--- src/rtl/fsrc_pkg.sv ---
// fsrc_pkg: constants, register map and state type of the flash security,
// interrupt and reset control block.
// assumes: one 250 MHz bus clock; registers reached over AHB-Lite.
package fsrc_pkg;

  // ---------------------------------------------------------------
  // timing
  // ---------------------------------------------------------------
  localparam int CLK_MHZ      = 250;
  localparam int HOLD_TIME_NS = 100;
  localparam int HOLD_CYC     = (HOLD_TIME_NS * CLK_MHZ + 999) / 1000;
  localparam int HOLD_W       = 8;

  // ---------------------------------------------------------------
  // register byte offsets
  // ---------------------------------------------------------------
  localparam logic [7:0] OFS_CFG     = 8'h00;
  localparam logic [7:0] OFS_ERRCFG  = 8'h04;
  localparam logic [7:0] OFS_STAT    = 8'h08;
  localparam logic [7:0] OFS_ERRSTAT = 8'h0c;
  localparam logic [7:0] OFS_CIDX    = 8'h10;
  localparam logic [7:0] OFS_COBJ    = 8'h14;
  localparam logic [7:0] OFS_SEC     = 8'h18;
  localparam logic [7:0] OFS_PPROT   = 8'h1c;
  localparam logic [7:0] OFS_DPROT   = 8'h20;
  localparam logic [7:0] OFS_OPT     = 8'h24;

  // ---------------------------------------------------------------
  // field positions
  // ---------------------------------------------------------------
  localparam int CFG_CMD_COMPLETE_IRQ_EN_BIT    = 0;
  localparam int ERR_SFD_BIT     = 0;
  localparam int ERR_DFD_BIT     = 1;
  localparam int STAT_CCF_BIT    = 7;
  localparam int STAT_ACCERR_BIT = 5;
  localparam int SEC_LSB         = 0;
  localparam int BACKDOOR_ENABLE_FIELD_LSB       = 6;

  // ---------------------------------------------------------------
  // encodings and defaults
  // ---------------------------------------------------------------
  localparam logic [1:0]  SEC_UNSECURE = 2'b10;
  localparam logic [1:0]  BACKDOOR_ENABLE_FIELD_ON     = 2'b10;
  localparam logic [1:0]  VERR_BOTH    = 2'b11;
  localparam logic [7:0]  SEC_DEF      = 8'hff;
  localparam logic [7:0]  PROT_DEF     = 8'h00;
  localparam logic [7:0]  OPT_DEF      = 8'hff;
  localparam logic [15:0] KEY_ALL0     = 16'h0000;
  localparam logic [15:0] KEY_ALL1     = 16'hffff;
  localparam logic [7:0]  CMD_VERIFY_KEY = 8'h0c;
  localparam logic [7:0]  CMD_EVERIFY_ALL = 8'h01;

  // ---------------------------------------------------------------
  // flash addresses of the configuration field
  // ---------------------------------------------------------------
  localparam logic [22:0] FA_KEY0 = 23'h7fff00;
  localparam logic [22:0] FA_PROT = 23'h7fff0c;
  localparam logic [22:0] FA_SECW = 23'h7fff0e;

  localparam int CCOB_DEPTH = 6;
  localparam int NUM_KEYS   = 4;
  localparam logic [2:0] CCOB_IDX_MAX = 3'd5;
  localparam logic [1:0] KEY_IDX_LAST = 2'd3;

  typedef enum logic [5:0] {
    S_HOLD = 6'b000001,
    S_CFG0 = 6'b000010,
    S_CFG1 = 6'b000100,
    S_IDLE = 6'b001000,
    S_KEY  = 6'b010000,
    S_CMD  = 6'b100000
  } fsrc_state_type;

endpackage

--- src/rtl/fsrc_key_chk.sv ---
// fsrc_key_chk: compares one presented backdoor key with one stored key.
// assumes: both words are stable for the cycle in which they are used.
`timescale 1ns/1ps
`default_nettype none
module fsrc_key_chk
  import fsrc_pkg::*;
(
  input  wire logic [15:0] presented,
  input  wire logic [15:0] stored,
  output logic             match,
  output logic             illegal
);

  // ---------------------------------------------------------------
  // compare
  // ---------------------------------------------------------------
  assign illegal = (presented == KEY_ALL0) || (presented == KEY_ALL1) ||
                   (stored == KEY_ALL0) || (stored == KEY_ALL1); // [RQ9]
  assign match   = (presented == stored) && !illegal; // [RQ7]

endmodule
`default_nettype wire

--- src/rtl/fsrc_ctrl.sv ---
// fsrc_ctrl: flash interrupt, low-power, security and reset-sequence control.
// assumes: AHB-Lite master on the same clock; flash array and command engine
// outside on the FL_* ports, answering reads with FL_RVALID.
`timescale 1ns/1ps
`default_nettype none
// Functional notes
// [RQ1] command irq = complete flag and enable
// [RQ2] error irq from either enabled fault flag
// [RQ3] runs unchanged in wait, irq wakes
// [RQ4] stop granted only once command completes
// [RQ5] security loaded from flash at reset
// [RQ6] new security byte applies after reset
// [RQ7] verify-key compares four 16-bit keys
// [RQ8] key match forces security state 10
// [RQ9] all-zero or all-one keys never valid
// [RQ10] block 0 reads invalid during verify-key
// [RQ11] illegal key locks verify-key until reset
// [RQ12] verify-key leaves stored config untouched
// [RQ13] debug erase, reset, verify-all unsecures
// [RQ14] reset loads config, errors give defaults
// [RQ15] reset double fault sets both verify bits
// [RQ16] reset holds bus, then ignores command writes
// [RQ17] complete flag set when reset sequence ends
// [RQ18] reset aborts running command at once
// [RQ19] flag in status, enable in configuration
// [RQ20] interrupt outputs are steady levels
module fsrc_ctrl
  import fsrc_pkg::*;
(
  input  wire logic        CLK,
  input  wire logic        RST_N,
  input  wire logic        HSEL,
  input  wire logic [31:0] HADDR,
  input  wire logic [1:0]  HTRANS,
  input  wire logic        HWRITE,
  input  wire logic [2:0]  HSIZE,
  input  wire logic [31:0] HWDATA,
  input  wire logic        HREADY,
  output logic [31:0]      HRDATA,
  output logic             HREADYOUT,
  output logic             HRESP,
  output logic             CMD_IRQ,
  output logic             ERR_IRQ,
  input  wire logic        STOP_REQ,
  output logic             STOP_ACK,
  input  wire logic        SPECIAL_MODE,
  output logic             PF0_BLOCKED,
  output logic             FL_RD,
  output logic [22:0]      FL_ADDR,
  input  wire logic [15:0] FL_RDATA,
  input  wire logic        FL_RVALID,
  input  wire logic        FL_SGL_FAULT,
  input  wire logic        FL_DBL_FAULT,
  output logic             FL_CMD_START,
  output logic [15:0]      FL_CMD_WORD0,
  output logic [15:0]      FL_CMD_WORD1,
  input  wire logic        FL_CMD_DONE,
  input  wire logic        FL_CMD_PASS
);

  // ---------------------------------------------------------------
  // state
  // ---------------------------------------------------------------
  fsrc_state_type      state_r;
  logic [HOLD_W-1:0]   hold_cnt_r;
  logic                rd_pend_r;
  logic [1:0]          key_idx_r;
  logic                key_ok_r;
  logic                key_lock_r;
  logic                cfg_err_r;
  logic [7:0]          prot_lo_r;
  logic                cmd_complete_flag;
  logic                acc_err_r;
  logic [1:0]          verify_error_status;
  logic                cmd_complete_irq_en;
  logic                single_fault_irq_en;
  logic                double_fault_irq_en;
  logic                single_fault_flag;
  logic                double_fault_flag;
  logic [2:0]          cmd_idx_r;
  logic [15:0]         ccob_r [CCOB_DEPTH];
  logic [7:0]          security_register;
  logic [7:0]          program_protect_register;
  logic [7:0]          data_protect_register;
  logic [7:0]          option_register;
  logic                dph_wr_r;
  logic [7:0]          dph_addr_r;
  logic [31:0]         hrdata_r;
  logic                addr_ok;
  logic                wr_cfg;
  logic                wr_errcfg;
  logic                wr_stat;
  logic                wr_errstat;
  logic                wr_cidx;
  logic                wr_cobj;
  logic                launch;
  logic                rd_done;
  logic                kc_match;
  logic                kc_illegal;
  logic [15:0]         key_presented;
  wire logic           key_refused = (ccob_r[0][15:8] == CMD_VERIFY_KEY) &&
                                     (security_register[BACKDOOR_ENABLE_FIELD_LSB +: 2] != BACKDOOR_ENABLE_FIELD_ON || key_lock_r);

  // ---------------------------------------------------------------
  // bus slave
  // ---------------------------------------------------------------
  // all access held off during the first part of the reset sequence
  assign HREADYOUT = (state_r != S_HOLD); // [RQ16]
  assign HRESP     = 1'b0;
  assign HRDATA    = hrdata_r;
  assign addr_ok   = HSEL && HTRANS[1] && HREADY && HREADYOUT;

  always_ff @(posedge CLK or negedge RST_N) begin
    if (!RST_N) begin
      dph_wr_r   <= 1'b0;
      dph_addr_r <= 8'h00;
    end else begin
      dph_wr_r   <= addr_ok && HWRITE;
      dph_addr_r <= HADDR[7:0];
    end
  end

  always_ff @(posedge CLK or negedge RST_N) begin
    if (!RST_N) begin
      hrdata_r <= 32'h0000_0000;
    end else if (addr_ok && !HWRITE) begin
      if (HADDR[7:0] == OFS_CFG) begin
        hrdata_r <= {31'h0, cmd_complete_irq_en};
      end else if (HADDR[7:0] == OFS_ERRCFG) begin
        hrdata_r <= {30'h0, double_fault_irq_en, single_fault_irq_en};
      end else if (HADDR[7:0] == OFS_STAT) begin
        hrdata_r <= {24'h0, cmd_complete_flag, 1'b0, acc_err_r, 3'b000, verify_error_status}; // [RQ19]
      end else if (HADDR[7:0] == OFS_ERRSTAT) begin
        hrdata_r <= {30'h0, double_fault_flag, single_fault_flag};
      end else if (HADDR[7:0] == OFS_CIDX) begin
        hrdata_r <= {29'h0, cmd_idx_r};
      end else if (HADDR[7:0] == OFS_COBJ) begin
        hrdata_r <= {16'h0, (cmd_idx_r <= CCOB_IDX_MAX) ? ccob_r[cmd_idx_r] : 16'h0000};
      end else if (HADDR[7:0] == OFS_SEC) begin
        hrdata_r <= {24'h0, security_register};
      end else if (HADDR[7:0] == OFS_PPROT) begin
        hrdata_r <= {24'h0, program_protect_register};
      end else if (HADDR[7:0] == OFS_DPROT) begin
        hrdata_r <= {24'h0, data_protect_register};
      end else if (HADDR[7:0] == OFS_OPT) begin
        hrdata_r <= {24'h0, option_register};
      end else begin
        hrdata_r <= 32'h0000_0000;
      end
    end
  end

  assign wr_cfg     = dph_wr_r && (dph_addr_r == OFS_CFG);
  assign wr_errcfg  = dph_wr_r && (dph_addr_r == OFS_ERRCFG);
  assign wr_stat    = dph_wr_r && (dph_addr_r == OFS_STAT);
  assign wr_errstat = dph_wr_r && (dph_addr_r == OFS_ERRSTAT);
  // command registers writable only with the complete flag set
  assign wr_cidx    = dph_wr_r && (dph_addr_r == OFS_CIDX) && cmd_complete_flag; // [RQ16] [RQ17]
  assign wr_cobj    = dph_wr_r && (dph_addr_r == OFS_COBJ) && cmd_complete_flag; // [RQ16] [RQ17]
  assign launch     = wr_stat && HWDATA[STAT_CCF_BIT] && cmd_complete_flag && (state_r == S_IDLE);

  // ---------------------------------------------------------------
  // configuration and command registers
  // ---------------------------------------------------------------
  always_ff @(posedge CLK or negedge RST_N) begin
    if (!RST_N) begin
      cmd_complete_irq_en <= 1'b0;
      single_fault_irq_en <= 1'b0;
      double_fault_irq_en <= 1'b0;
    end else begin
      if (wr_cfg) begin
        cmd_complete_irq_en <= HWDATA[CFG_CMD_COMPLETE_IRQ_EN_BIT]; // [RQ19]
      end
      if (wr_errcfg) begin
        single_fault_irq_en <= HWDATA[ERR_SFD_BIT];
        double_fault_irq_en <= HWDATA[ERR_DFD_BIT];
      end
    end
  end

  always_ff @(posedge CLK or negedge RST_N) begin
    if (!RST_N) begin
      cmd_idx_r <= 3'b000;
      for (int i = 0; i < CCOB_DEPTH; i++) begin
        ccob_r[i] <= 16'h0000;
      end
    end else begin
      if (wr_cidx) begin
        cmd_idx_r <= HWDATA[2:0];
      end
      if (wr_cobj && (cmd_idx_r <= CCOB_IDX_MAX)) begin
        ccob_r[cmd_idx_r] <= HWDATA[15:0];
      end
    end
  end

  // ---------------------------------------------------------------
  // flash read port and key compare
  // ---------------------------------------------------------------
  assign rd_done       = rd_pend_r && FL_RVALID;
  assign key_presented = ccob_r[3'(key_idx_r) + 3'd1];

  fsrc_key_chk u_key_chk (
    .presented (key_presented),
    .stored    (FL_RDATA),
    .match     (kc_match),
    .illegal   (kc_illegal)
  );

  always_ff @(posedge CLK or negedge RST_N) begin
    if (!RST_N) begin
      FL_RD     <= 1'b0;
      FL_ADDR   <= 23'h000000;
      rd_pend_r <= 1'b0;
    end else begin
      FL_RD <= 1'b0;
      if (rd_done) begin
        rd_pend_r <= 1'b0;
      end else if (!rd_pend_r && !FL_RD) begin
        if (state_r == S_CFG0) begin
          FL_RD     <= 1'b1;
          FL_ADDR   <= FA_PROT;
          rd_pend_r <= 1'b1;
        end else if (state_r == S_CFG1) begin
          FL_RD     <= 1'b1;
          FL_ADDR   <= FA_SECW; // [RQ5]
          rd_pend_r <= 1'b1;
        end else if (state_r == S_KEY) begin
          FL_RD     <= 1'b1;
          FL_ADDR   <= FA_KEY0 + 23'({key_idx_r, 1'b0}); // [RQ7]
          rd_pend_r <= 1'b1;
        end
      end
    end
  end

  // ---------------------------------------------------------------
  // sequencer
  // ---------------------------------------------------------------
  // any reset drops a running command here at once
  always_ff @(posedge CLK or negedge RST_N) begin
    if (!RST_N) begin
      state_r    <= S_HOLD; // [RQ18]
      hold_cnt_r <= '0;
      key_idx_r  <= 2'b00;
      key_ok_r   <= 1'b0;
      FL_CMD_START <= 1'b0;
    end else begin
      FL_CMD_START <= 1'b0;
      case (state_r)
        S_HOLD: begin
          hold_cnt_r <= hold_cnt_r + HOLD_W'(1);
          if (hold_cnt_r == HOLD_W'(HOLD_CYC - 1)) begin
            state_r <= S_CFG0;
          end
        end
        S_CFG0: begin
          if (rd_done) begin
            state_r <= S_CFG1;
          end
        end
        S_CFG1: begin
          if (rd_done) begin
            state_r <= S_IDLE;
          end
        end
        S_IDLE: begin
          key_idx_r <= 2'b00;
          key_ok_r  <= 1'b1;
          if (launch && !key_refused) begin
            if (ccob_r[0][15:8] == CMD_VERIFY_KEY) begin
              state_r <= S_KEY; // [RQ7] [RQ11]
            end else begin
              FL_CMD_START <= 1'b1;
              state_r      <= S_CMD;
            end
          end
        end
        S_KEY: begin
          if (rd_done) begin
            key_ok_r  <= key_ok_r && kc_match; // [RQ7]
            key_idx_r <= key_idx_r + 2'd1;
            if (key_idx_r == KEY_IDX_LAST) begin
              state_r <= S_IDLE;
            end
          end
        end
        S_CMD: begin
          if (FL_CMD_DONE) begin
            state_r <= S_IDLE;
          end
        end
        default: begin
          state_r <= S_HOLD;
        end
      endcase
    end
  end

  assign FL_CMD_WORD0 = ccob_r[0];
  assign FL_CMD_WORD1 = ccob_r[1];
  assign PF0_BLOCKED  = (state_r == S_KEY); // [RQ10]

  // ---------------------------------------------------------------
  // security, protection and option registers
  // ---------------------------------------------------------------
  // loaded only by the reset sequence, so a newly programmed byte waits for reset;
  // verify-key only alters the live state field, never flash or protection
  always_ff @(posedge CLK or negedge RST_N) begin
    if (!RST_N) begin
      security_register        <= SEC_DEF; // [RQ14]
      program_protect_register <= PROT_DEF;
      data_protect_register    <= PROT_DEF;
      option_register          <= OPT_DEF;
      prot_lo_r                <= PROT_DEF;
      cfg_err_r                <= 1'b0;
      key_lock_r               <= 1'b0;
    end else begin
      if (state_r == S_CFG0 && rd_done) begin
        cfg_err_r <= FL_DBL_FAULT;
        prot_lo_r <= FL_RDATA[7:0];
        if (!FL_DBL_FAULT) begin
          program_protect_register <= FL_RDATA[15:8]; // [RQ14]
        end
      end
      if (state_r == S_CFG1 && rd_done) begin
        if (!FL_DBL_FAULT && !cfg_err_r) begin
          data_protect_register <= prot_lo_r; // [RQ14]
          option_register       <= FL_RDATA[15:8];
          security_register     <= FL_RDATA[7:0]; // [RQ5] [RQ6]
        end else begin
          program_protect_register <= PROT_DEF; // [RQ14]
          data_protect_register    <= PROT_DEF;
          option_register          <= OPT_DEF;
          security_register        <= SEC_DEF;
        end
      end
      if (state_r == S_KEY && rd_done) begin
        if (kc_illegal || !kc_match) begin
          key_lock_r <= 1'b1; // [RQ11]
        end else if (key_idx_r == KEY_IDX_LAST && key_ok_r) begin
          security_register[SEC_LSB +: 2] <= SEC_UNSECURE; // [RQ8] [RQ12]
        end
      end
      if (state_r == S_CMD && FL_CMD_DONE && FL_CMD_PASS && SPECIAL_MODE &&
          ccob_r[0][15:8] == CMD_EVERIFY_ALL) begin
        security_register[SEC_LSB +: 2] <= SEC_UNSECURE; // [RQ13]
      end
    end
  end

  // ---------------------------------------------------------------
  // status and fault flags
  // ---------------------------------------------------------------
  always_ff @(posedge CLK or negedge RST_N) begin
    if (!RST_N) begin
      cmd_complete_flag   <= 1'b0; // [RQ17]
      acc_err_r           <= 1'b0;
      verify_error_status <= 2'b00;
    end else begin
      if (state_r == S_CFG1 && rd_done) begin
        cmd_complete_flag <= 1'b1; // [RQ17]
      end else if (launch && !key_refused) begin
        cmd_complete_flag <= 1'b0; // [RQ11]
      end else if ((state_r == S_KEY && rd_done && key_idx_r == KEY_IDX_LAST) ||
                   (state_r == S_CMD && FL_CMD_DONE)) begin
        cmd_complete_flag <= 1'b1;
      end
      if ((state_r == S_CFG0 || state_r == S_CFG1) && rd_done && FL_DBL_FAULT) begin
        verify_error_status <= VERR_BOTH; // [RQ15]
      end else if (launch) begin
        verify_error_status <= 2'b00;
      end
      if (launch && key_refused) begin
        acc_err_r <= 1'b1; // [RQ11]
      end else if (wr_stat && HWDATA[STAT_ACCERR_BIT]) begin
        acc_err_r <= 1'b0;
      end
    end
  end

  // fault flags: a new fault wins over a clear in the same cycle
  always_ff @(posedge CLK or negedge RST_N) begin
    if (!RST_N) begin
      single_fault_flag <= 1'b0;
      double_fault_flag <= 1'b0;
    end else begin
      if (rd_done && FL_SGL_FAULT) begin
        single_fault_flag <= 1'b1;
      end else if (wr_errstat && HWDATA[ERR_SFD_BIT]) begin
        single_fault_flag <= 1'b0;
      end
      if (rd_done && FL_DBL_FAULT) begin
        double_fault_flag <= 1'b1;
      end else if (wr_errstat && HWDATA[ERR_DFD_BIT]) begin
        double_fault_flag <= 1'b0;
      end
    end
  end

  // ---------------------------------------------------------------
  // interrupts and low power
  // ---------------------------------------------------------------
  // levels straight from flags and enables, no wait-mode gating
  assign CMD_IRQ  = cmd_complete_flag && cmd_complete_irq_en; // [RQ1] [RQ3] [RQ20]
  assign ERR_IRQ  = (double_fault_flag && double_fault_irq_en) ||
                    (single_fault_flag && single_fault_irq_en); // [RQ2] [RQ20]
  assign STOP_ACK = STOP_REQ && cmd_complete_flag && (state_r == S_IDLE); // [RQ4]

endmodule
`default_nettype wire

--- config.mk ---
export PLATFORM = sky130hd
export DESIGN_NAME = fsrc_ctrl
export DESIGN_NICKNAME = d
export VERILOG_FILES = /design/src/rtl/fsrc_pkg.sv /design/src/rtl/fsrc_key_chk.sv /design/src/rtl/fsrc_ctrl.sv
export SDC_FILE = /design/constraint.sdc
export NUM_CORES = 1
export LEC_CHECK = 0
export ABC_AREA = 1
export BUFFER_PORTS_ARGS = -buffer_cell sky130_fd_sc_hd__buf_4
export CAP_MARGIN = 15
export CORE_UTILIZATION = 40
export DETAILED_ROUTE_END_ITERATION = 16
export PLACE_DENSITY = 0.73
export RECOVER_POWER = 25
export SLEW_MARGIN = 20
export SYNTH_ARGS = -nofsm -noshare
export SYNTH_HDL_FRONTEND = slang
export SYNTH_SLANG_ARGS = --single-unit
--- constraint.sdc ---
create_clock -name CLK -period 2.2 [get_ports CLK]
set_clock_uncertainty 0.2 [all_clocks]
set_input_delay 0.22 -clock CLK [delete_from_list [all_inputs] [get_ports CLK]]
set_output_delay 0.22 -clock CLK [all_outputs]
set_load 0.02 [all_outputs]
==> summary.md, run 1 <==
| Metric | Value |
|---|---|
| Status | `complete, but fails checks` |
| Failing checks | `setup timing` |
| Port Buffers | `125` |
| PnR worst setup slack | `-0.218 ns` |
| IO Count | `~190` |
| HPWL Detailed | `24.4 mm` |
| Minimum clock period | `2.42 ns` |
| ANT nets after route | `0` |
| Clock Tree Buf Depth | `2` |
| Iteration count of the initial detailed-routing pass | `6` |
| Final core occ | `0.517` |
| Post-Syn Area | `10900 um^2` |
| Fillers | `2519` |
| Ys flop type | `dfrtp_1` |
| CTS sink cnt | `between 150 and 200` |
| Clock root cell | `clkbuf_16` |
| Worst EP arrival | `2.55 ns` |
| Max VDD drop | `0.374 mV` |
| Vias in the first global route | `between 9000 and 10000` |
| Die Ht | `167 um` |
| Starting density of the core | `0.407` |
| Fin cells | `a little under 2000` |
| Synth top area cells | `dfrtp_1, nand2_1, o21ai_0` |
| Commonest non-fill, non-tap cell in the layout | `nand2_1` |
| Final net count | `1719` |
| WL final | `33.9 mm` |
| H-tree Lvls | `4` |
| Worst-path maximum fanout | `8` |
| Via count | `10400` |
| Hold Path Class | `primary input to flip-flop` |
| Synth Area per Inst | `7.59 um^2` |
| Post-synth EDFFs | `0` |
| Post-DR vias/cell | `5.28` |
| DP Cell Count | `1881` |
| Max-capacitance violation count | `0` |
| RSZ-0062 raised after global routing | `yes` |
| Worst-margin pin slew | `0.933 ns` |
| P&R area growth vs syn | `27.1%` |
| Core region area | `26800 um^2` |
| Worst skew pair latency | `0.45 ns` |
| Die Wd | `167 um` |
| CTS tree | `yes` |
| Crit share post-route | `1.10` |
| Synth top area share | `0.416` |
| Syn Inst Count | `between 1000 and 1500` |
| Max Fclk | `0.414 GHz` |
| Routed len/inst | `17.2 um` |
| Site Rows | `60` |
| Post-synth cell types | `43` |
| Power per cell area | `630 nW/um^2` |
| Fraction of registers with async set or reset after synthesis | `1.00` |
| R2R Setup Slk | `-0.22 ns` |
| Most frequent cells in the layout | `nand2_1, inv_1, buf_4` |
| Total global-route track usage | `0.241` |
| Pleak | `7.37 nW` |
| Register bit total from synthesis | `198` |
| Relative slew slack | `0.378` |
| Final Max Slew Viols | `0` |
| Largest net degree at the start of global routing | `slightly below 60` |
| Total CTS buffers | `17` |
| Routability cong. | `approximately 0.94` |
| Design Power | `just under 0.009 W` |
| Critical Path Sink Type | `flip-flop` |
| Startpoint types | `flip-flop` |
| Post-DP Area | `12400 um^2` |
| Global-route wire length before repair | `52.8 mm` |
| Hold Vio Cnt, Final | `0` |
| Die area | `27900 um^2` |
| Yosys warns | `0` |
| Iter 0 DRT Violations | `1129` |
| Final number of setup-violating endpoints | `4` |
| CTS clk-pin slew, worst paths | `0.07 ns` |
| Antenna violations before repair | `0` |
| Ant. Diodes | `0` |
| Grt ovf | `0` |
| Register area share after synthesis | `0.457` |
| Yosys top cell by area | `dfrtp_1` |
| Drc violations | `0` |
| Layout cell share with drive strength beyond 1 | `0.202` |
| Crit Path Category | `flip-flop to flip-flop` |
| Post-route design area | `13900 um^2` |
| Worst Path Required | `2.33 ns` |
sequential cells by signal, summed over array words and instances, names as in the netlist, 2 cells and up:
name                      cells
cmd_idx_r                     3
state_r                       6
data_protect_register         8
prot_lo_r                     8
ccob_r                       64
FL_ADDR                       4
FL_CMD_WORD0                 16
hold_cnt_r                    8
security_register             8
program_protect_register      8
option_register               8
HRDATA                       16
FL_CMD_WORD1                 16
dph_addr_r                    8
key_idx_r                     2
kinds of logic after synthesis:
group | after synthesis | share of synthesized area
adders and majority gates | 3 | 0.00345
xor gates and xnor gates | 7 | 0.00563
and+or+nand+nor | 595 | 0.223
other | 1 | 0.000344
buffers and inverters | 327 | 0.142
DFF | 198 | 0.457
AOI/OAI and AO/OA | 304 | 0.169
timing repair:
action                                 CTS  global route
endpoints found under the hold margin  301             0
setup endpoints to repair               19           130
buffers inserted                         3             8
gates resized for setup                 12            59
cloned                                   0             5
pin swaps                                3             9
hold buffers                            44             0
synth_stat cells (all sizes together) (3+ instances only):
master	number
xnor2	3
a21oi	30
o221ai	9
a22oi	14
a22o	8
o22ai	23
nand4	17
buf	86
o21ai	161
nor4	6
dfrtp	181
xor2	4
o311ai	3
ha	3
a31oi	3
nor3	11
o211ai	40
o31ai	3
clkbuf	36
nand2	383
nor2	110
nand3	65
dfstp	17
inv	204
worst paths after layout:
| check | cells after the start | end | startpoint |
|---|---|---|---|
| hold reg to reg | 1 | hold_cnt_r[4] | hold_cnt_r[4] |
| setup reg to reg | 13 | key_lock_r | key_idx_r[0] |
| setup / recovery | 13 | key_lock_r | key_idx_r[0] |
| min in group asynchronous | 2 | dph_addr_r[6] | RST_N |
| hold / removal | 3 | FL_CMD_WORD1[1] | HWDATA[1] |
| max in group asynchronous | 3 | FL_CMD_WORD0[12] | RST_N |
worst max-delay path, stage by stage, from the launching register on:
cell	delay, ns
dfrtp_1	0.42
ha_4	0.36
nor2_8	0.05
buf_12	0.14
o211ai_1	0.13
nand2_1	0.17
buf_4	0.16
nand2_2	0.05
o211ai_1	0.09
nor2_1	0.14
nand2_2	0.08
nor2_4	0.13
buf_4	0.13
o21bai_1	0.06
through the flow:
step | setup WS, ns | TNS [ns] | hold WS, ns
CTS | -0.154 | -0.478 | 0.0148
finish | -0.218 | -0.668 | 0.0113
floorplan | -0.00567 | -0.00567 | -0.276
global route | -0.290 | -2.07 | 0.0225
global placement | -0.282 | -2.99 | -0.0460
detailed placement | -0.285 | -3.44 | -0.0371
cell type report:
class	count	area (um^2)	share of cell area
inverters	205	786	0.0567
clock buffers	18	439	0.0317
flip-flops and latches	198	4980	0.359
repair buffers	265	2400	0.173
clock inverters	14	139	0.0100
repair inverters	1	7.51	0.000542
well taps	341	427	0.0308
multi-input cells	931	4680	0.338
per-layer routing:
| metal | part of all wire | vias up | track usage |
|---|---|---|---|
| met5 | 0 | - | 0 |
| met4 | 0.023 | 0 | 0.0737 |
| met3 | 0.073 | 72 | 0.0449 |
| met2 | 0.46 | 476 | 0.380 |
| met1 | 0.44 | 4933 | 0.336 |
| li1 | - | 4932 | - |
report_power, final:
group          internal (W)  leakage (nW)  switching, W
clock               0.00163         0.282       0.00157
combinational      0.000563          5.04      0.000839
sequential          0.00396          2.05      0.000179
(Power assumes the default switching activity.)
==> run 2: changes to the inputs <==
--- a/config.mk
+++ b/config.mk
@@ -12,3 +12,3 @@
 export DETAILED_ROUTE_END_ITERATION = 16
-export PLACE_DENSITY = 0.73
+export PLACE_DENSITY_LB_ADDON = 0.15
 export RECOVER_POWER = 25
==> constraint.sdc (replaced) <==
create_clock -name CLK -period 2.2 [get_ports CLK]
set_clock_uncertainty 0.2 [all_clocks]
set_input_delay 0.44 -clock CLK [delete_from_list [all_inputs] [get_ports CLK]]
set_output_delay 0.44 -clock CLK [all_outputs]
set_load 0.02 [all_outputs]
==> run 2 against run 1 <==
Compared with the run above: the run still ends with setup timing left; largest cell class unchanged; sequential share of layout area grew 0.63 points; core utilization down 0.88 points; global-route usage grew 0.62 points; highest routed layer unchanged; critical path type unchanged; critical endpoint is now security_register[0]; sequential power is essentially flat.
==> summary.md, run 2 (same netlist as run 1, synthesis figures left out) <==
| Metric | Value |
|---|---|
| Crit Path Category | `flip-flop to flip-flop` |
| Final Max Slew Viols | `0` |
| Minimum clock period | `2.35 ns` |
| Routability cong. | `0.934` |
| CTS clk-pin slew, worst paths | `0.07 ns` |
| RSZ-0062 raised after global routing | `yes` |
| Critical R2R Launch | `key_idx_r[0]` |
| Critical Path Sink Type | `flip-flop` |
| Worst path max stage delay | `0.45 ns` |
| Most Frequent Cell on Critical Path | `nand2_1` |
| Max VDD drop | `approximately 0.47 mV` |
| Sequential Power Share | `0.475` |
| Clock root cell | `clkbuf_16` |
| Worst-path maximum fanout | `16` |
| Most frequent cells in the layout | `nand2_1, buf_4, inv_1` |
| H-tree Lvls | `4` |
| Hold Path Class | `primary input to flip-flop` |
| DP Cell Count | `~1900` |
| Relative slew slack | `0.0616` |
| Starting density of the core | `0.407` |
| Final net count | `1700` |
| Global-route wire length before repair | `53.2 mm` |
| Slowest cell on the critical path | `dfrtp_2` |
| CTS sink cnt | `198` |
| P_int | `about 0.006 W` |
| Max Fclk | `0.425 GHz` |
| Status | `complete, but fails checks` |
| ANT nets after route | `0` |
| Worst Path Required | `2.38 ns` |
| CP Capture Point | `security_register[0]` |
| IO Count | `192` |
| Max-capacitance violation count | `0` |
| Drc violations | `0` |
| Core region area | `about 27000 um^2` |
| R2r endpoint | `security_register[0]` |
| PnR worst setup slack | `-0.155 ns` |
| HPWL Detailed | `24.9 mm` |
| Iter 0 DRT Violations | `796` |
| Crit share post-route | `1.07` |
| Net Sw Power | `0.00257 W` |
| Final number of setup-violating endpoints | `4` |
| Failing checks | `setup timing` |
| Vias in the first global route | `9492` |
| Fin cells | `just under 2000` |
| Die area | `27900 um^2` |
| R2R Setup Slk | `-0.15 ns` |
| Total CTS buffers | `17` |
| Total global-route track usage | `0.247` |
| Worst EP arrival | `2.54 ns` |
| Via count | `roughly 10000` |
| Largest register FFs | `64` |
| Port Buffers | `125` |
| Worst skew pair latency | `0.45 ns` |
| CTS tree | `yes` |
| Largest net degree at the start of global routing | `49` |
| Die Wd | `167 um` |
| Commonest non-fill, non-tap cell in the layout | `nand2_1` |
| Clock power frac | `0.364` |
| Hold Vio Cnt, Final | `0` |
| CP startpoint | `key_idx_r[0]` |
| Net Sw Frac | `0.295` |
| Design Power | `0.00872 W` |
| Startpoint types | `flip-flop` |
| Die Ht | `167 um` |
| Clock Tree Buf Depth | `2` |
| Layout cell share with drive strength beyond 1 | `0.213` |
| Routed len/inst | `17.3 um` |
| Post-DR vias/cell | `5.12` |
| Worst-margin pin slew | `between 1 and 1.5 ns` |
| Reg with most FFs | `ccob_r` |
| Site Rows | `60` |
| CP Cell Sequence | `ha_4 > nor2_8 > buf_12 > o211ai_1 > nand2_1 > buf_4 > nand2_1 > inv_1 > nand2_1 > nor2_1 > nand2_1 > nand3_2 > nor2_4 > nand3_2 > nand2_1 > inv_1` |
| Antenna violations before repair | `0` |
| Comb power frac | `0.161` |
| P&R area growth vs syn | `25.0%` |
| Grt ovf | `0` |
| WL final | `between 30 and 40 mm` |
| Iteration count of the initial detailed-routing pass | `5` |
| Register-to-Register Path Depth | `16` |
| Power per cell area | `641 nW/um^2` |
| Pleak | `7.30 nW` |
run 2: cell types whose count changed in the layout (fill, tap and decap cells not counted), sizes merged:
cell	delta
clkinvlp	-1
inv	-1
bufbuf	+1
dlygate4sd3	-33
clkbuf	-3
buf	+18
diode	+1
run 2: cell type report:
| type | count | area [um^2] |
|---|---|---|
| clock buffers | 19 | 443 |
| multi-input cells | 931 | 4690 |
| diodes | 1 | 2.50 |
| well taps | 341 | 427 |
| clock inverters | 13 | 136 |
| flip-flops and latches | 198 | 4980 |
| repair buffers | 247 | 2160 |
| fillers | 2669 | 13200 |
| inverters | 205 | 786 |
run 2: repair_timing:
action,CTS,global route
gates cloned,2,2
pin swaps,6,24
hold buffers,11,0
setup endpoints to repair,7,135
gates resized for setup,23,63
endpoints found under the hold margin,52,0
buffers inserted,8,4
run 2: worst min path at each step:
stage | startpoint | end | slack (ns) | cells past startpoint
3_5_place_dp | RST_N | dph_addr_r[7] | 0.23 | 1
5_1_grt | HWRITE | dph_wr_r | 0.02 | 3
2_1_floorplan | RST_N | FL_ADDR[1] | -0.06 | 0
6_report | HWRITE | dph_wr_r | 0.03 | 3
4_1_cts | HWRITE | dph_wr_r | 0.01 | 3
3_3_place_gp | RST_N | dph_addr_r[7] | 0.23 | 1
run 2: critical path, delay by kind of cell (launching register included):
kind            cells  cell delay [ns]
compound gates      1             0.15
flops               1             0.45
fa+ha+maj           1             0.37
buf+inv             4             0.37
simple gates       10             0.72
run 2: power groups by stage:
stage	Clock, W	Sequential (W)	Combinational (W)
after global placement	0	0.00418	0.00121
after CTS	0.00325	0.00412	0.00129
after global routing	0.00338	0.00417	0.00156
final	0.00317	0.00414	0.00141
after floorplan	0	0.00419	0.000692
after detailed placement	0	0.00419	0.00123
run 2: metal layers:
layer | GRT usage | wire [um]
met2 | 0.384 | 15400
met5 | 0 | 0
met3 | 0.0413 | 2080
met4 | 0.0676 | 538
met1 | 0.355 | 15800
run 2: through the flow:
step	hold slack [ns]	cell area, um^2	util	setup WS [ns]	TNS, ns
2_1_floorplan	-0.0556	11000	-	-0.00567	-0.00567
3_3_place_gp	0.226	12400	0.464	-0.295	-1.73
3_5_place_dp	0.226	12400	0.464	-0.343	-2.09
4_1_cts	0.0115	13300	0.498	-0.178	-0.508
5_1_grt	0.0196	13600	0.508	-0.324	-3.86
6_report	0.0267	13600	0.508	-0.155	-0.468
==> run 3: changes to the inputs <==
- ABC_AREA: 1 -> not set
==> run 3 against run 2 <==
Compared with the run above: non-clock buffer count rose by 103; sequential power is 5.3% higher; area after synthesis rose by 0.92%; largest cell class is now multi-input combinational cells; the run still ends with setup timing left; critical path depth shrank 8; worst hold slack better by 0.016 ns; clock-buffer cell count did not move; via count decreased by 9.7%.
==> summary.md, run 3 <==
| Metric | Value |
|---|---|
| Iter 0 DRT Violations | `approximately 570` |
| Routability cong. | `0.893` |
| Grt ovf | `0` |
| Hold Path Class | `primary input to flip-flop` |
| Layout cell share with drive strength beyond 1 | `0.470` |
| Die Wd | `between 150 and 200 um` |
| Post-route design area | `approximately 15000 um^2` |
| Synth Area in Simple Gates | `0.121` |
| Largest register FFs | `64` |
| Minimum clock period | `2.79 ns` |
| Worst Path Required | `2.32 ns` |
| HPWL Detailed | `25.7 mm` |
| Total CTS buffers | `17` |
| Worst skew pair latency | `about 0.46 ns` |
| Most frequent cells in the layout | `buf_4, dfrtp_1, nand2_1` |
| PnR worst setup slack | `-0.586 ns` |
| Die area | `28200 um^2` |
| Drc violations | `0` |
| Status | `complete, but fails checks` |
| Total global-route track usage | `0.261` |
| Pre-CTS setup slack | `-0.542 ns` |
| Synth top area cells | `dfrtp_1, mux2_2, mux2i_1` |
| Starting density of the core | `0.408` |
| P&R area growth vs syn | `36.9%` |
| Hold Vio Cnt, Final | `0` |
| Synth top area share | `0.412` |
| Register bit total from synthesis | `198` |
| Power per cell area | `677 nW/um^2` |
| Worst EP arrival | `2.90 ns` |
| RSZ-0062 raised after global routing | `yes` |
| Setup TNS | `-12.47 ns` |
| Synth Area in Adders | `0.00341` |
| Port Buffers | `125` |
| Synth Area in Compound Gates | `0.117` |
| Final Max Slew Viols | `0` |
| Ant. Diodes | `0` |
| Vias in the first global route | `9121` |
| IO Count | `between 150 and 200` |
| Post-DR vias/cell | `5.61` |
| Xor/xnor share of the synthesized area | `0.0119` |
| Antenna violations before repair | `0` |
| Crit share post-route | `1.27` |
| Slowest cell on the critical path | `dfrtp_2` |
| WL final | `36.1 mm` |
| Yosys top cell by area | `dfrtp_1` |
| Largest net degree at the start of global routing | `53` |
| Commonest non-fill, non-tap cell in the layout | `buf_4` |
| Site Rows | `60` |
| Clock root cell | `clkbuf_16` |
| Worst-path maximum fanout | `7` |
| Routed len/inst | `22.3 um` |
| Max VDD drop | `0.471 mV` |
| Post-DP Area | `13400 um^2` |
| Final number of setup-violating endpoints | `108` |
| Core region area | `27000 um^2` |
| Die Ht | `168 um` |
| Syn Inst Count | `1003` |
| Worst-margin pin slew | `about 1.4 ns` |
| Clock Tree Buf Depth | `2` |
| Post-synth EDFFs | `0` |
| Startpoint types | `flip-flop` |
| Max Fclk | `0.359 GHz` |
| Largest family of logic cells by synthesized area | `multiplexers` |
| Fraction of registers with async set or reset after synthesis | `1.00` |
| CTS clk-pin slew, worst paths | `about 0.070 ns` |
| Failing checks | `setup timing` |
| Ys flop type | `dfrtp_1` |
| Via count | `between 9000 and 10000` |
| Yosys warns | `0` |
| ANT nets after route | `0` |
| Global-route wire length before repair | `around 55 mm` |
| Synth Area per Inst | `approximately 11 um^2` |
| Register area share after synthesis | `0.452` |
| Hold Worst Slack | `0.0424 ns` |
| CTS sink cnt | `198` |
| Worst path max stage delay | `0.47 ns` |
| Final net count | `approximately 1400` |
| Critical Path Sink Type | `flip-flop` |
| Post-synth cell types | `72` |
| Synth top cells by count | `dfrtp_1, mux2_2, nand2_1, mux2i_1, buf_4` |
| Pleak | `6.77 nW` |
| Most frequent cell after synthesis | `dfrtp_1` |
| CTS tree | `yes` |
| H-tree Lvls | `4` |
| CP Cell Sequence | `ha_4 > buf_6 > clkinvlp_4 > nor3_2 > o21a_1 > o2111ai_2 > or4_4 > o41a_1` |
| Crit Path Category | `flip-flop to flip-flop` |
| Reg with most FFs | `ccob_r` |
| Post-synthesis mux area share | `0.215` |
| Max-capacitance violation count | `0` |
| Post-Syn Area | `11000 um^2` |
| Relative slew slack | `0.0598` |
| Iteration count of the initial detailed-routing pass | `5` |
[run 3: kinds of logic (layout without fill, tap and decap cells)]
| family | count (synthesis) | in the layout |
|---|---|---|
| AOI/OAI and AO/OA | 187 | 187 |
| xor gates and xnor gates | 15 | 15 |
| other | 1 | 22 |
| buffers and inverters | 147 | 396 |
| muxes | 206 | 206 |
| DFF | 198 | 198 |
| adders and majority gates | 3 | 3 |
| and+or+nand+nor | 246 | 246 |
[run 3: worst max-delay path, delay by kind of cell (launching register included)]
family                   cells  cell delay, ns
AO/OA/AOI/OAI                3            0.64
adder cells (fa/ha/maj)      1            0.32
buffers and inverters        2            0.30
flip-flops                   1            0.47
AND/OR/NAND/NOR              2            0.73
[run 3: power breakdown]
| group | total (W) | internal (W) | leakage [nW] | switching, W |
|---|---|---|---|---|
| Clock | 0.00331 | 0.00175 | 0.299 | 0.00156 |
| Combinational | 0.00252 | 0.00124 | 3.96 | 0.00128 |
| Sequential | 0.00436 | 0.00404 | 2.51 | 0.000323 |
| Total | 0.0102 | 0.00703 | 6.77 | 0.00317 |
[run 3: layout make-up]
class,count,area (um^2)
Clock inverter,13,156
Timing Repair Buffer,350,3140
Clock buffer,19,443
Inverter,14,58.8
Sequential cell,198,4980
Fill cell,2341,11900
Tap cell,341,427
Multi-Input combinational cell,679,5850
[run 3: routing by layer]
layer	share of wire	track usage	vias to the layer above
met5	0	0	-
met4	0.037	0.117	0
met3	0.043	0.0381	68
met2	0.49	0.432	269
met1	0.43	0.341	4566
li1	-	-	4144
[run 3: timing repair]
| action | in CTS | in global routing |
|---|---|---|
| buffers inserted | 29 | 11 |
| hold endpoints to repair | 33 | 0 |
| pin swaps | 25 | 22 |
| gates cloned | 6 | 1 |
| hold buffers | 7 | 0 |
| setup endpoints to repair | 119 | 144 |
| gates resized for setup | 109 | 67 |
[run 3: worst paths after layout]
kind | to | from | depth (start not counted) | slack [ns]
worst max register to register | key_lock_r | key_idx_r[0] | 8 | -0.59
worst min register to register | hold_cnt_r[7] | hold_cnt_r[7] | 1 | 0.28
min in group asynchronous | hold_cnt_r[2] | RST_N | 2 | 0.39
worst min-delay path | rd_pend_r | FL_RVALID | 2 | 0.04
max in group asynchronous | state_r[2] | RST_N | 3 | 0.21
worst max-delay path | key_lock_r | key_idx_r[0] | 8 | -0.59
[run 3: metrics by stage]
| step | instances | total power (W) | utilization |
|---|---|---|---|
| global placement | 1534 | 0.00657 | 0.497 |
| floorplan | 1024 | 0.00574 | - |
| finish | 1614 | 0.0102 | 0.559 |
| global route | 1614 | 0.0106 | 0.559 |
| detailed placement | 1534 | 0.00661 | 0.497 |
| CTS | 1607 | 0.0101 | 0.551 |
